### config.mk
export PLATFORM = sky130hd
export DESIGN_NAME = reset_cause_flags
export DESIGN_NICKNAME = d
export VERILOG_FILES = /design/src/reset_cause_flags.v
export VERILOG_INCLUDE_DIRS = /design/src
export SDC_FILE = /design/constraint.sdc
export NUM_CORES = 1
export LEC_CHECK = 0
export BUFFER_PORTS_ARGS = -buffer_cell sky130_fd_sc_hd__buf_2
export CAP_MARGIN = 30
export CORE_UTILIZATION = 40
export CTS_CLUSTER_SIZE = 20
export DETAILED_ROUTE_END_ITERATION = 16
export GPL_ROUTABILITY_DRIVEN = 1
export HOLD_SLACK_MARGIN = 0.02
export PLACE_DENSITY = 0.87
export SETUP_SLACK_MARGIN = 0.5
export SYNTH_ARGS = -nofsm -noshare
export SYNTH_HDL_FRONTEND = slang
export SYNTH_SLANG_ARGS = --single-unit
### constraint.sdc
create_clock -name hclk -period 1.8 [get_ports hclk]
set_input_delay 0.36 -clock hclk [delete_from_list [all_inputs] [get_ports hclk]]
set_output_delay 0.36 -clock hclk [all_outputs]
set_load 0.01 [all_outputs]
### src/reset_cause_flags_regs.vh
`ifndef RESET_CAUSE_FLAGS_REGS_VH
`define RESET_CAUSE_FLAGS_REGS_VH
// ****************************************
// Register byte offsets
// ****************************************
`define OFS_FLAGS 4'h0
`define OFS_IRQ_STATUS 4'h4
`define OFS_IRQ_MASK 4'h8
`define ADDR_LSB 2
`define ADDR_MSB 3
`define HTRANS_ACTIVE 1
// Decoded register selects
`define SEL_NONE 2'h0
`define SEL_FLAGS 2'h1
`define SEL_STATUS 2'h2
`define SEL_MASK 2'h3
// ****************************************
// Flag register bit positions
// ****************************************
`define FLAGS_MSB 7
`define BIT_PRIO_EN 7
`define BIT_SOFT_RST 4
`define BIT_WDOG_TIMEOUT 3
`define BIT_POWERDOWN 2
`define BIT_POR 1
`define BIT_BROWNOUT 0
`define UNUSED_BITS 2'b00
// Flag reset values after power-on
`define RST_PRIO_EN 1'b0
`define RST_SOFT_RST 1'b1
`define RST_WDOG_TIMEOUT 1'b1
`define RST_POWERDOWN 1'b1
`define RST_POR 1'b0
`define RST_BROWNOUT 1'b0
`define POR_INIT_RST 1'b0
`define POR_INIT_DONE 1'b1
// ****************************************
// Event bits in status and mask
// ****************************************
`define NUM_EVT 4
`define EVT_BROWNOUT 0
`define EVT_WDOG_TIMEOUT 1
`define EVT_SOFT_RESET 2
`define EVT_SLEEP 3
`define NUM_PINS 2
`define PIN_BROWNOUT 0
`define PIN_WDOG 1
`define PIN_IDLE 1'b0
// Misc widths and values
`define ZERO8 8'h00
`define ZERO32 32'h0000_0000
`define ZERO_EVT 4'h0
`endif

### src/reset_cause_flags.v
// Chosen here: the register addresses and the AHB-Lite register port.
`timescale 1ns/1ps
`include "reset_cause_flags_regs.vh"
// Contract
// - Bit 7 is a read/write priority enable, reset to 0, giving two interrupt levels when 1.
// - Bits 6 and 5 always read zero and ignore writes.
// - Bit 4 resets to 1, is cleared when the reset instruction fires, and only firmware sets it.
// - Bit 3 is read-only, set by power-up, watchdog clear or sleep, cleared by a watchdog time-out.
// - Bit 2 is read-only, set by power-up or watchdog clear, cleared by sleep.
// - Bit 1 is cleared by a power-on reset and returns to 1 only by a firmware write.
// - Bit 0 is cleared by a brown-out and stays so until firmware writes it to 1.
// - With brown-out detect enabled, bit 0 reads 1 after a power-on reset.
module reset_cause_flags (
  // Clock and reset
  input wire hclk,
  input wire hresetn,
  // AHB-Lite slave
  input wire hsel,
  input wire [31:0] haddr,
  input wire [1:0] htrans,
  input wire hwrite,
  input wire [2:0] hsize,
  input wire hready,
  input wire [31:0] hwdata,
  output reg [31:0] hrdata,
  output reg hreadyout,
  output reg hresp,
  // Core events, same clock
  input wire soft_reset_instr,
  input wire watchdog_clear_instr,
  input wire sleep_instr,
  input wire brownout_detect_enable,
  // Asynchronous reset sources
  input wire watchdog_timeout,
  input wire brownout_event,
  // Outputs
  output reg irq_priority_enable,
  output reg irq
);

  // ****************************************
  // Address decode
  // ****************************************
  function [1:0] reg_sel;
    input [`ADDR_MSB:0] a;
    begin
      case (a)
        `OFS_FLAGS: reg_sel = `SEL_FLAGS;
        `OFS_IRQ_STATUS: reg_sel = `SEL_STATUS;
        `OFS_IRQ_MASK: reg_sel = `SEL_MASK;
        default: reg_sel = `SEL_NONE;
      endcase
    end
  endfunction

  // ****************************************
  // Pin synchronisers and edge detect
  // ****************************************
  wire [`NUM_PINS-1:0] pin_in;
  wire [`NUM_PINS-1:0] pin_rise;
  // Brown-out on bit 0, watchdog time-out on bit 1
  assign pin_in = {watchdog_timeout, brownout_event};

  genvar g;
  generate
    for (g = 0; g < `NUM_PINS; g = g + 1) begin : g_sync
      reg sync_a;
      reg sync_b;
      reg sync_d;
      // Two stages, then a delay for the rising edge
      always @(posedge hclk or negedge hresetn) begin
        if (!hresetn) begin
          sync_a <= `PIN_IDLE; // Idle level, no false edge
          sync_b <= `PIN_IDLE;
          sync_d <= `PIN_IDLE;
        end else begin
          sync_a <= pin_in[g];
          sync_b <= sync_a;
          sync_d <= sync_b;
        end
      end
      // Only the second stage feeds logic
      assign pin_rise[g] = sync_b & ~sync_d;
    end
  endgenerate

  wire brownout_hit;
  wire wdog_hit;
  assign brownout_hit = pin_rise[`PIN_BROWNOUT];
  assign wdog_hit = pin_rise[`PIN_WDOG];

  // ****************************************
  // AHB-Lite transfer tracking
  // ****************************************
  wire addr_ok;
  reg wr_pend;
  reg rd_pend;
  reg [1:0] wr_sel;
  reg [1:0] rd_sel;
  // Taken when selected, active and the bus is ready
  assign addr_ok = hsel & htrans[`HTRANS_ACTIVE] & hready;

  // Data phase bookkeeping, selects kept for the data phase
  always @(posedge hclk or negedge hresetn) begin
    if (!hresetn) begin
      wr_pend <= 1'b0;
      rd_pend <= 1'b0;
      wr_sel <= `SEL_NONE;
      rd_sel <= `SEL_NONE;
    end else begin
      wr_pend <= addr_ok & hwrite;
      rd_pend <= addr_ok & ~hwrite;
      wr_sel <= reg_sel(haddr[`ADDR_MSB:0]);
      rd_sel <= reg_sel(haddr[`ADDR_MSB:0]);
    end
  end

  // Writes take no wait state, reads one
  always @(posedge hclk or negedge hresetn) begin
    if (!hresetn) begin
      hreadyout <= 1'b1;
      hresp <= 1'b0;
    end else begin
      hreadyout <= ~(addr_ok & ~hwrite);
      hresp <= 1'b0;
    end
  end

  wire wr_flags;
  wire wr_status;
  wire wr_mask;
  // Write strobes for the data phase
  assign wr_flags = wr_pend & (wr_sel == `SEL_FLAGS);
  assign wr_status = wr_pend & (wr_sel == `SEL_STATUS);
  assign wr_mask = wr_pend & (wr_sel == `SEL_MASK);

  // ****************************************
  // Flag write data
  // ****************************************
  wire wr_prio_en;
  wire wr_soft_rst;
  wire wr_por;
  wire wr_brownout;
  // Writable bits of the flag register
  assign wr_prio_en = hwdata[`BIT_PRIO_EN];
  assign wr_soft_rst = hwdata[`BIT_SOFT_RST];
  assign wr_por = hwdata[`BIT_POR];
  assign wr_brownout = hwdata[`BIT_BROWNOUT];

  // ****************************************
  // Reset cause flags
  // ****************************************
  reg soft_reset_flag_n;
  reg watchdog_timeout_flag_n;
  reg powerdown_flag_n;
  reg por_flag_n;
  reg brownout_flag_n;
  reg por_init;

  // Marks the first edge after power-on
  always @(posedge hclk or negedge hresetn) begin
    if (!hresetn) begin
      por_init <= `POR_INIT_RST;
    end else begin
      por_init <= `POR_INIT_DONE;
    end
  end

  // Priority enable, plain read and write
  always @(posedge hclk or negedge hresetn) begin
    if (!hresetn) begin
      irq_priority_enable <= `RST_PRIO_EN;
    end else if (wr_flags) begin
      irq_priority_enable <= wr_prio_en;
    end
  end

  // Reset instruction clears only its own flag, event beats a write
  always @(posedge hclk or negedge hresetn) begin
    if (!hresetn) begin
      soft_reset_flag_n <= `RST_SOFT_RST;
    end else if (soft_reset_instr) begin
      soft_reset_flag_n <= 1'b0;
    end else if (wr_flags) begin
      soft_reset_flag_n <= wr_soft_rst;
    end
  end

  // Time-out wins over clear and sleep, no firmware write
  always @(posedge hclk or negedge hresetn) begin
    if (!hresetn) begin
      watchdog_timeout_flag_n <= `RST_WDOG_TIMEOUT;
    end else if (wdog_hit) begin
      watchdog_timeout_flag_n <= 1'b0;
    end else if (watchdog_clear_instr | sleep_instr) begin
      watchdog_timeout_flag_n <= 1'b1;
    end
  end

  // Sleep clears, watchdog clear sets, sleep wins
  always @(posedge hclk or negedge hresetn) begin
    if (!hresetn) begin
      powerdown_flag_n <= `RST_POWERDOWN;
    end else if (sleep_instr) begin
      powerdown_flag_n <= 1'b0;
    end else if (watchdog_clear_instr) begin
      powerdown_flag_n <= 1'b1;
    end
  end

  // Power-on reset clears it, only firmware sets it again
  always @(posedge hclk or negedge hresetn) begin
    if (!hresetn) begin
      por_flag_n <= `RST_POR;
    end else if (wr_flags) begin
      por_flag_n <= wr_por;
    end
  end

  // Brown-out flag, armed at power-on when detect is enabled
  always @(posedge hclk or negedge hresetn) begin
    if (!hresetn) begin
      brownout_flag_n <= `RST_BROWNOUT;
    end else if (brownout_hit) begin
      brownout_flag_n <= 1'b0;
    end else if (!por_init) begin
      brownout_flag_n <= brownout_detect_enable;
    end else if (wr_flags) begin
      brownout_flag_n <= wr_brownout;
    end
  end

  wire [`FLAGS_MSB:0] flags_value;
  // Unimplemented bits tie to zero
  assign flags_value = {irq_priority_enable, `UNUSED_BITS, soft_reset_flag_n,
    watchdog_timeout_flag_n, powerdown_flag_n, por_flag_n, brownout_flag_n};

  // ****************************************
  // Interrupt status and mask
  // ****************************************
  wire [`NUM_EVT-1:0] evt;
  reg [`NUM_EVT-1:0] irq_status;
  reg [`NUM_EVT-1:0] irq_mask;
  wire [`NUM_EVT-1:0] next_status;
  // One status bit per event source
  assign evt[`EVT_BROWNOUT] = brownout_hit;
  assign evt[`EVT_WDOG_TIMEOUT] = wdog_hit;
  assign evt[`EVT_SOFT_RESET] = soft_reset_instr;
  assign evt[`EVT_SLEEP] = sleep_instr;

  generate
    for (g = 0; g < `NUM_EVT; g = g + 1) begin : g_evt
      // Set wins over write-one-to-clear
      assign next_status[g] = evt[g] | (irq_status[g] & ~(wr_status & hwdata[g]));
    end
  endgenerate

  // Sticky status, loaded from the next value each cycle
  always @(posedge hclk or negedge hresetn) begin
    if (!hresetn) begin
      irq_status <= `ZERO_EVT;
    end else begin
      irq_status <= next_status;
    end
  end

  // Mask, plain read and write
  always @(posedge hclk or negedge hresetn) begin
    if (!hresetn) begin
      irq_mask <= `ZERO_EVT;
    end else if (wr_mask) begin
      irq_mask <= hwdata[`NUM_EVT-1:0];
    end
  end

  // Level output from the next status, so it rises with the status bit
  always @(posedge hclk or negedge hresetn) begin
    if (!hresetn) begin
      irq <= 1'b0;
    end else begin
      irq <= |(next_status & (wr_mask ? hwdata[`NUM_EVT-1:0] : irq_mask));
    end
  end

  // ****************************************
  // Read data
  // ****************************************
  reg [31:0] next_rdata;
  // Read mux by the captured select
  always @* begin
    next_rdata = `ZERO32;
    case (rd_sel)
      `SEL_FLAGS: next_rdata[`FLAGS_MSB:0] = flags_value;
      `SEL_STATUS: next_rdata[`NUM_EVT-1:0] = irq_status;
      `SEL_MASK: next_rdata[`NUM_EVT-1:0] = irq_mask;
      default: next_rdata = `ZERO32;
    endcase
  end

  // Loaded in the wait cycle, so a write just before is seen
  always @(posedge hclk or negedge hresetn) begin
    if (!hresetn) begin
      hrdata <= `ZERO32;
    end else if (rd_pend) begin
      hrdata <= next_rdata;
    end
  end

endmodule // reset_cause_flags

==> results of run 1 <==
==> cells by family (layout without fill, tap and decap cells) <==
family | count (synthesis) | count (layout)
buf+inv | 36 | 50
flops | 33 | 33
simple gates | 29 | 29
compound gates | 20 | 20
mux | 11 | 11
other cells | 2 | 28
xor+xnor | 1 | 1
==> cells in the mapped netlist (2+ instances only) <==
library cell,instances,share of area
a21oi_1,5,0.016
buf_6,3,0.022
inv_1,4,0.0097
a22oi_1,4,0.019
nor2_1,9,0.022
dfrtp_1,29,0.47
nand2_1,2,0.0048
buf_4,28,0.14
nor2b_1,2,0.0081
nand3_1,4,0.013
nor3_1,3,0.0097
dfstp_2,4,0.068
conb_1,2,0.0048
nand4b_1,5,0.028
a21o_1,4,0.019
o21ai_0,2,0.0064
mux2_2,9,0.065
==> routing by layer <==
| metal | vias up | wire length [um] | global-route usage |
|---|---|---|---|
| met4 | 0 | 43 | 0.0639 |
| met2 | 47 | 1350 | 0.233 |
| met5 | - | 0 | 0 |
| met1 | 482 | 1120 | 0.166 |
| li1 | 467 | - | - |
| met3 | 3 | 177 | 0.0661 |
==> what timing repair did <==
action	CTS	global route
setup buffers	5	1
gates resized for setup	6	4
cloned	0	0
endpoints found under the setup margin	9	5
pin swaps	2	2
==> area by class of cell <==
cell class / count / area [um2]
Timing Repair Buffer: 38 / 228
Fill cell: 364 / 1890
Clock buffer: 8 / 90.1
Tap cell: 48 / 60.1
Sequential cell: 33 / 833
Multi-Input combinational cell: 89 / 572
Inverter: 4 / 15.0
==> power by group through the flow <==
stage | logic (uW) | registers, uW | clock network (uW)
after detailed placement | 183 | 841 | 0
final | 195 | 829 | 564
after global routing | 218 | 835 | 618
after global placement | 178 | 838 | 0
after CTS | 191 | 828 | 586
after floorplan | 142 | 844 | 0
==> critical path: cells and delay by family, from the launching register on <==
family,cells,cell delay (ns)
mux,1,0.33
flops,1,0.46
compound gates,2,0.26
simple gates,1,0.13
==> stage by stage <==
step | cells | cell area (um2) | hold WS (ns)
after floorplan | 158 | 1650 | 0.0644
after global placement | 206 | 1630 | 0.333
after detailed placement | 206 | 1630 | 0.336
after CTS | 219 | 1770 | 0.148
after global routing | 220 | 1800 | 0.156
final | 220 | 1800 | 0.123
==> path summary, 6_finish.rpt <==
path                                    end  slack (ns)  cells after the start
max reg2reg                             irq        0.49                      4
min in group hclk          g_sync[0].sync_a        0.18                      1
min reg2reg                g_sync[1].sync_b        0.35                      0
max                                     irq        0.49                      4
min                                     irq        0.12                      1
max in group asynchronous         rd_sel[1]        1.17                      1
==> flip-flops by register name, indices dropped and copies added, names as in the netlist <==
name                     cells
brownout_flag_n              1
g_sync.sync_a                2
g_sync.sync_b                2
g_sync.sync_d                2
hrdata                       6
hreadyout                    1
irq                          1
irq_mask                     4
irq_priority_enable          1
irq_status                   4
por_flag_n                   1
por_init                     1
powerdown_flag_n             1
rd_pend                      1
rd_sel                       2
soft_reset_flag_n            1
watchdog_timeout_flag_n      1
wr_pend                      1
==> summary.md, run 1 <==
| Metric | Value |
|---|---|
| Drt via density | 4.54 |
| Die H | between 60 and 70 um |
| Slowest-stage cell, CP | dfrtp_2 |
| CP arrival | 1.47 ns |
| Antenna-violating nets left | 0 |
| DIE AREA | 4140 um2 |
| Rel. slew slack | 0.526 |
| Yosys warns | 0 |
| EDFF count, synth | 0 |
| Worst setup SP type | flop |
| Logic pwr share | 0.123 |
| Drt pass-1 iters | 4 |
| Initial antenna violation count | 0 |
| Status | completed |
| PwrDens | 883 nW/um2 |
| Nets | 251 |
| Cell variety after synth | 30 |
| CP endpoint kind | flop |
| Hold Path Class | input pin to asynchronous set/reset pin |
| Most common cell after layout, fill and taps aside | buf_2 |
| Slew Limit Fails | 0 |
| Register area share after synthesis | 0.535 |
| Root Driver | clkbuf_8 |
| Worst endpoint required time | 1.96 ns |
| Worst Skew | ~0.0034 ns |
| Drt first-iter violations | 37 |
| Pre-CTS WS | between 0.2 and 0.3 ns |
| Reg power frac | 0.522 |
| Largest net degree at the start of global routing | 34 |
| Ys flop type | dfrtp_1 |
| All-Layer GR Usage | 0.146 |
| Total power | 1590 uW |
| Asr flop ratio synth | 1.00 |
| Compound-Gate Fraction of Synth Area | 0.0911 |
| P_leak | 0.000838 uW |
| Synthesized area | 1550 um2 |
| Worst IR Drop VDD | 0.404 mV |
| Io pins | 116 |
| Synth Register Bits | 33 |
| Cells after Synth | ~130 |
| Layout cells sized above 1 | 0.390 |
| Grt total ovfl | 0 |
| Ant. Diodes | 0 |
| Final period util | 0.726 |
| RR Startpoint | rd_sel[0] |
| Area Overhead vs Synth | 15.8% |
| Final wirelength | 2.69 mm |
| First-pass GRT wire length | between 4 and 5 mm |
| Tmin final | around 1.3 ns |
| Number of global-route vias before repair | 957 |
| Post-synthesis mux area share | 0.0814 |
| Vias | 999 |
| Max Buffers Root-to-Sink | 2 |
| CP Class | flop to flop |
| Final Hold Violating Endpoints | 0 |
| Sw Pwr | 395 uW |
| H-tree Lvls | 2 |
| Sw Share | 0.249 |
| Mean Syn Cell Area | between 10 and 15 um2 |
| Port Buffer Count | 30 |
| Simple-gate portion of the synthesized area | 0.113 |
| Fraction of synthesized cell area in xor and xnor cells | 0.00564 |
| Die X | 64.3 um |
| Clock group share of total power | 0.355 |
| RSZ-0062 raised after global routing | true |
| Core area | around 3700 um2 |
| Worst-margin pin slew | 0.710 ns |
| Largest family of logic cells by synthesized area | buffers and inverters |
| Worst-path clk slew | 0.06 ns |
| Clk_lat worst skew | 0.28 ns |
| Fin Setup TNS | 0 ns |
| Clock Sinks | 33 |
| Fin util | 0.487 |
| Critical Path, Cell by Cell | nand3_4, mux2_4, a22oi_2, o211ai_1 |
| Critical path peak fanout | 7 |
| Max cap viols | 0 |
| Adder-Cell Fraction of Synth Area | 0 |
| Initial Util | 0.421 |
| WL/cell | 12.2 um |
| Internal power | 1190 uW |
| Setup violators final | 0 |
| Most frequent cells in the layout | buf_2 (29), conb_1 (28), dfrtp_1 (27) |
| DRC Markers | 0 |
| Hold_buf cts | 0 |
| CTS tree | yes |
| RePlAce Congestion | 0.796 |
| Worst path max stage delay | about 0.46 ns |
| Num CTS Buffers | 5 |
| PnR worst setup slack | 0.493 ns |
| F_max | about 760 MHz |
| Placement Rows | 22 |
| Post-detail-place hpwl | 1.88 mm |
| Worst Setup SP | rd_sel[0] |
Note: power is estimated with default switching activity, not from simulation.
==> inputs of run 2 (changes only) <==
--- a/config.mk
+++ b/config.mk
@@ -6,6 +6,7 @@
 export SDC_FILE = /design/constraint.sdc
 export NUM_CORES = 1
 export LEC_CHECK = 0
+export ABC_AREA = 1
 export BUFFER_PORTS_ARGS = -buffer_cell sky130_fd_sc_hd__buf_2
 export CAP_MARGIN = 30
 export CORE_UTILIZATION = 40
==> constraint.sdc (replaced) <==
create_clock -name hclk -period 1.3 [get_ports hclk]
set_input_delay 0.26 -clock hclk [delete_from_list [all_inputs] [get_ports hclk]]
set_output_delay 0.26 -clock hclk [all_outputs]
set_load 0.01 [all_outputs]
==> summary.md, run 2 <==
| Metric | Value |
|---|---|
| R2r setup slk | 0.12 ns (was 0.49 ns) |
| Fin Setup TNS | 0 ns (unchanged) |
| Final wirelength | 2.78 mm (was 2.69 mm) |
| Io pins | 116 (unchanged) |
| RSZ-0062 raised after global routing | true (unchanged) |
| Synthesized area | 1540 um2 (was 1550 um2) |
| Reg with most FFs | hrdata (unchanged) |
| Adder-Cell Fraction of Synth Area | 0 (unchanged) |
| Register area share after synthesis | 0.540 (was 0.535) |
| Drt first-iter violations | 46 (was 37) |
| Fin cells | 266 (was 220) |
| Max reg flops | 6 (unchanged) |
| Vias | 1,132 (was 999) |
| Cells after Synth | 170 (was 132) |
| Post-detail-place hpwl | 2.00 mm (was 1.88 mm) |
| Synth area leaders | dfrtp_1 (47%), buf_4 (13%), nand2_1 (11%) (was dfrtp_1 (47%), buf_4 (14%), dfstp_2 (6.8%)) |
| Area leader, netlist | dfrtp_1 (unchanged) |
| Area Overhead vs Synth | 23.5% (was 15.8%) |
| Port Buffer Count | 30 (unchanged) |
| Yosys warns | 0 (unchanged) |
| Ant. Diodes | 0 (unchanged) |
| DP Cell Count | 249 (was 206) |
| Hold Path Class | input pin to asynchronous set/reset pin (unchanged) |
| Compound-Gate Fraction of Synth Area | 0.0448 (was 0.0911) |
| Slew Limit Fails | 0 (unchanged) |
| Cell with the most instances after synthesis | nand2_1 (was dfrtp_1) |
| Tmin final | 1.18 ns (was 1.31 ns) |
| Largest regs | hrdata x6, irq_mask x4, irq_status x4 (unchanged) |
| Post-synthesis mux area share | 0.0146 (was 0.0814) |
| Placed inst area | 1690 um2 (was 1630 um2) |
| Placement Rows | 22 (unchanged) |
| Design area | 1900 um2 (was 1800 um2) |
| WL/cell | 10.4 um (was 12.2 um) |
| Worst IR Drop VDD | 0.675 mV (was 0.404 mV) |
| Die H | 64 um (was 64.3 um) |
| Num CTS Buffers | 5 (unchanged) |
| Critical path peak fanout | 6 (was 7) |
| RePlAce Congestion | 0.873 (was 0.796) |
| CP arrival | 1.34 ns (was 1.47 ns) |
| H-tree Lvls | 2 (unchanged) |
| Drt via density | 4.26 (was 4.54) |
| CTS tree | yes (unchanged) |
| All-Layer GR Usage | 0.150 (was 0.146) |
| Worst Skew | 0.00311 ns (was 0.00336 ns) |
| F_max | 850 MHz (was 765 MHz) |
| Grt total ovfl | 0 (unchanged) |
| Most common cell after layout, fill and taps aside | nand2_1 (was buf_2) |
| Setup violators final | 0 (unchanged) |
| Synth Register Bits | 33 (unchanged) |
| P_leak | 0.00100 uW (was 0.000838 uW) |
| Worst endpoint required time | 1.47 ns (was 1.96 ns) |
| Cell variety after synth | 20 (was 30) |
| Max cap viols | 0 (unchanged) |
| Final period util | 0.905 (was 0.726) |
| Ys flop type | dfrtp_1 (unchanged) |
| Fraction of synthesized cell area in xor and xnor cells | 0.00570 (was 0.00564) |
| Simple-gate portion of the synthesized area | 0.207 (was 0.113) |
| Mean Syn Cell Area | 9.05 um2 (was 11.8 um2) |
| Largest family of logic cells by synthesized area | simple AND/OR/NAND/NOR gates (was buffers and inverters) |
| Final Hold Violating Endpoints | 11 (was 0) |
| DRC Markers | 0 (unchanged) |
| Number of global-route vias before repair | 1,033 (was 957) |
| Worst-path clk slew | 0.06 ns (about the same) |
| Clk_lat worst skew | 0.28 ns (about the same) |
| Root Driver | clkbuf_8 (unchanged) |
| First-pass GRT wire length | 4.55 mm (was 4.36 mm) |
| Status | finished, violations left (was completed) |
| Core area | 3660 um2 (was 3690 um2) |
| Initial Util | 0.420 (was 0.421) |
| Asr flop ratio synth | 1.00 (unchanged) |
| Synth top area share | 0.472 (was 0.467) |
| CP Class | flop to flop (unchanged) |
| DIE AREA | 4100 um2 (was 4140 um2) |
| Worst setup SP type | flop (unchanged) |
| Synth cell count leaders | nand2_1 (45), dfrtp_1 (29), buf_4 (27) (was dfrtp_1 (29), buf_4 (28), mux2_2 (9), nor2_1 (9)) |
| Largest net degree at the start of global routing | 21 (was 34) |
| EDFF count, synth | 0 (unchanged) |
| Failing checks | negative hold slack |
| Clock Sinks | 33 (unchanged) |
| Initial antenna violation count | 0 (unchanged) |
| Die X | 64 um (was 64.3 um) |
| Layout cells sized above 1 | 0.367 (was 0.390) |
| Nets | 297 (was 251) |
| WHS | -0.132 ns (was 0.123 ns) |
| Most frequent cells in the layout | nand2_1 (39), buf_2 (29), conb_1 (28) (was buf_2 (29), conb_1 (28), dfrtp_1 (27)) |
| Max Buffers Root-to-Sink | 2 (unchanged) |
| PwrDens | 1140 nW/um2 (was 883 nW/um2) |
| CP endpoint kind | flop (unchanged) |
| Drt pass-1 iters | 4 (unchanged) |
| Antenna-violating nets left | 0 (unchanged) |
[run 2: changes by cell type in the layout (fill, tap and decap cells not counted), sizes merged, moves of 5 or more]
cell    change
a21oi       -5
a22oi       -5
inv        +16
mux2        -8
nand2      +44
nand4b      -5
o21ai       +7
[run 2: layout make-up]
class	count	area [um2]
Sequential cell	33	833
Multi-Input combinational cell	115	573
Fill cell	331	1760
Clock buffer	6	72.6
Inverter	20	80.1
Tap cell	48	60.1
Clock inverter	2	10.0
Timing Repair Buffer	42	270
[run 2: cell families (layout without fill, tap and decap cells)]
logic type	Yosys count	count (layout)
and+or+nand+nor	72	72
buffers and inverters	48	70
DFF	33	33
AOI/OAI and AO/OA	12	12
other	2	28
muxes	2	2
xor gates and xnor gates	1	1
[run 2: worst paths after layout]
| check | cells after the start | startpoint | to |
|---|---|---|---|
| min reg2reg | 0 | g_sync[0].sync_a | g_sync[0].sync_b |
| max in group asynchronous | 2 | hresetn | hreadyout |
| max | 5 | rd_sel[0] | hrdata[1] |
| min in group hclk | 1 | brownout_event | g_sync[0].sync_a |
| min | 1 | hresetn | irq_status[2] |
| max reg2reg | 5 | rd_sel[0] | hrdata[1] |
[run 2: metal layers]
layer / GRT usage / routed length, um
met1: 0.183 / 1200
met3: 0.0536 / 207
met4: 0.0767 / 52
met2: 0.231 / 1310
met5: 0 / 0
[run 2: power breakdown]
group	total, uW	internal (uW)	switching [uW]
clock	725	370	355
sequential	1140	1100	40.3
combinational	311	143	168
[run 2: repair_timing]
action                                  in CTS  in global routing
endpoints found under the hold margin       11                 11
endpoints found under the setup margin      28                 29
pin swaps                                    5                  8
gates resized for setup                     16                 10
setup buffers                                7                  2
[run 2: through the flow]
step	worst slack (ns)	power, uW	util	hold slack [ns]
CTS	0.125	2180	0.507	-0.125
detailed placement	0.0935	1410	0.461	0.186
global placement	0.145	1400	0.461	0.173
global route	0.0674	2280	0.519	-0.116
floorplan	0.206	1350	-	-0.0356
finish	0.123	2170	0.519	-0.132
[run 2: worst max-delay path, cell delays in order, from the launching register on]
cell	delay, ns
dfrtp_2	0.47
nand2_4	0.15
inv_4	0.06
nand2_2	0.06
nand3_2	0.05
mux2_4	0.25
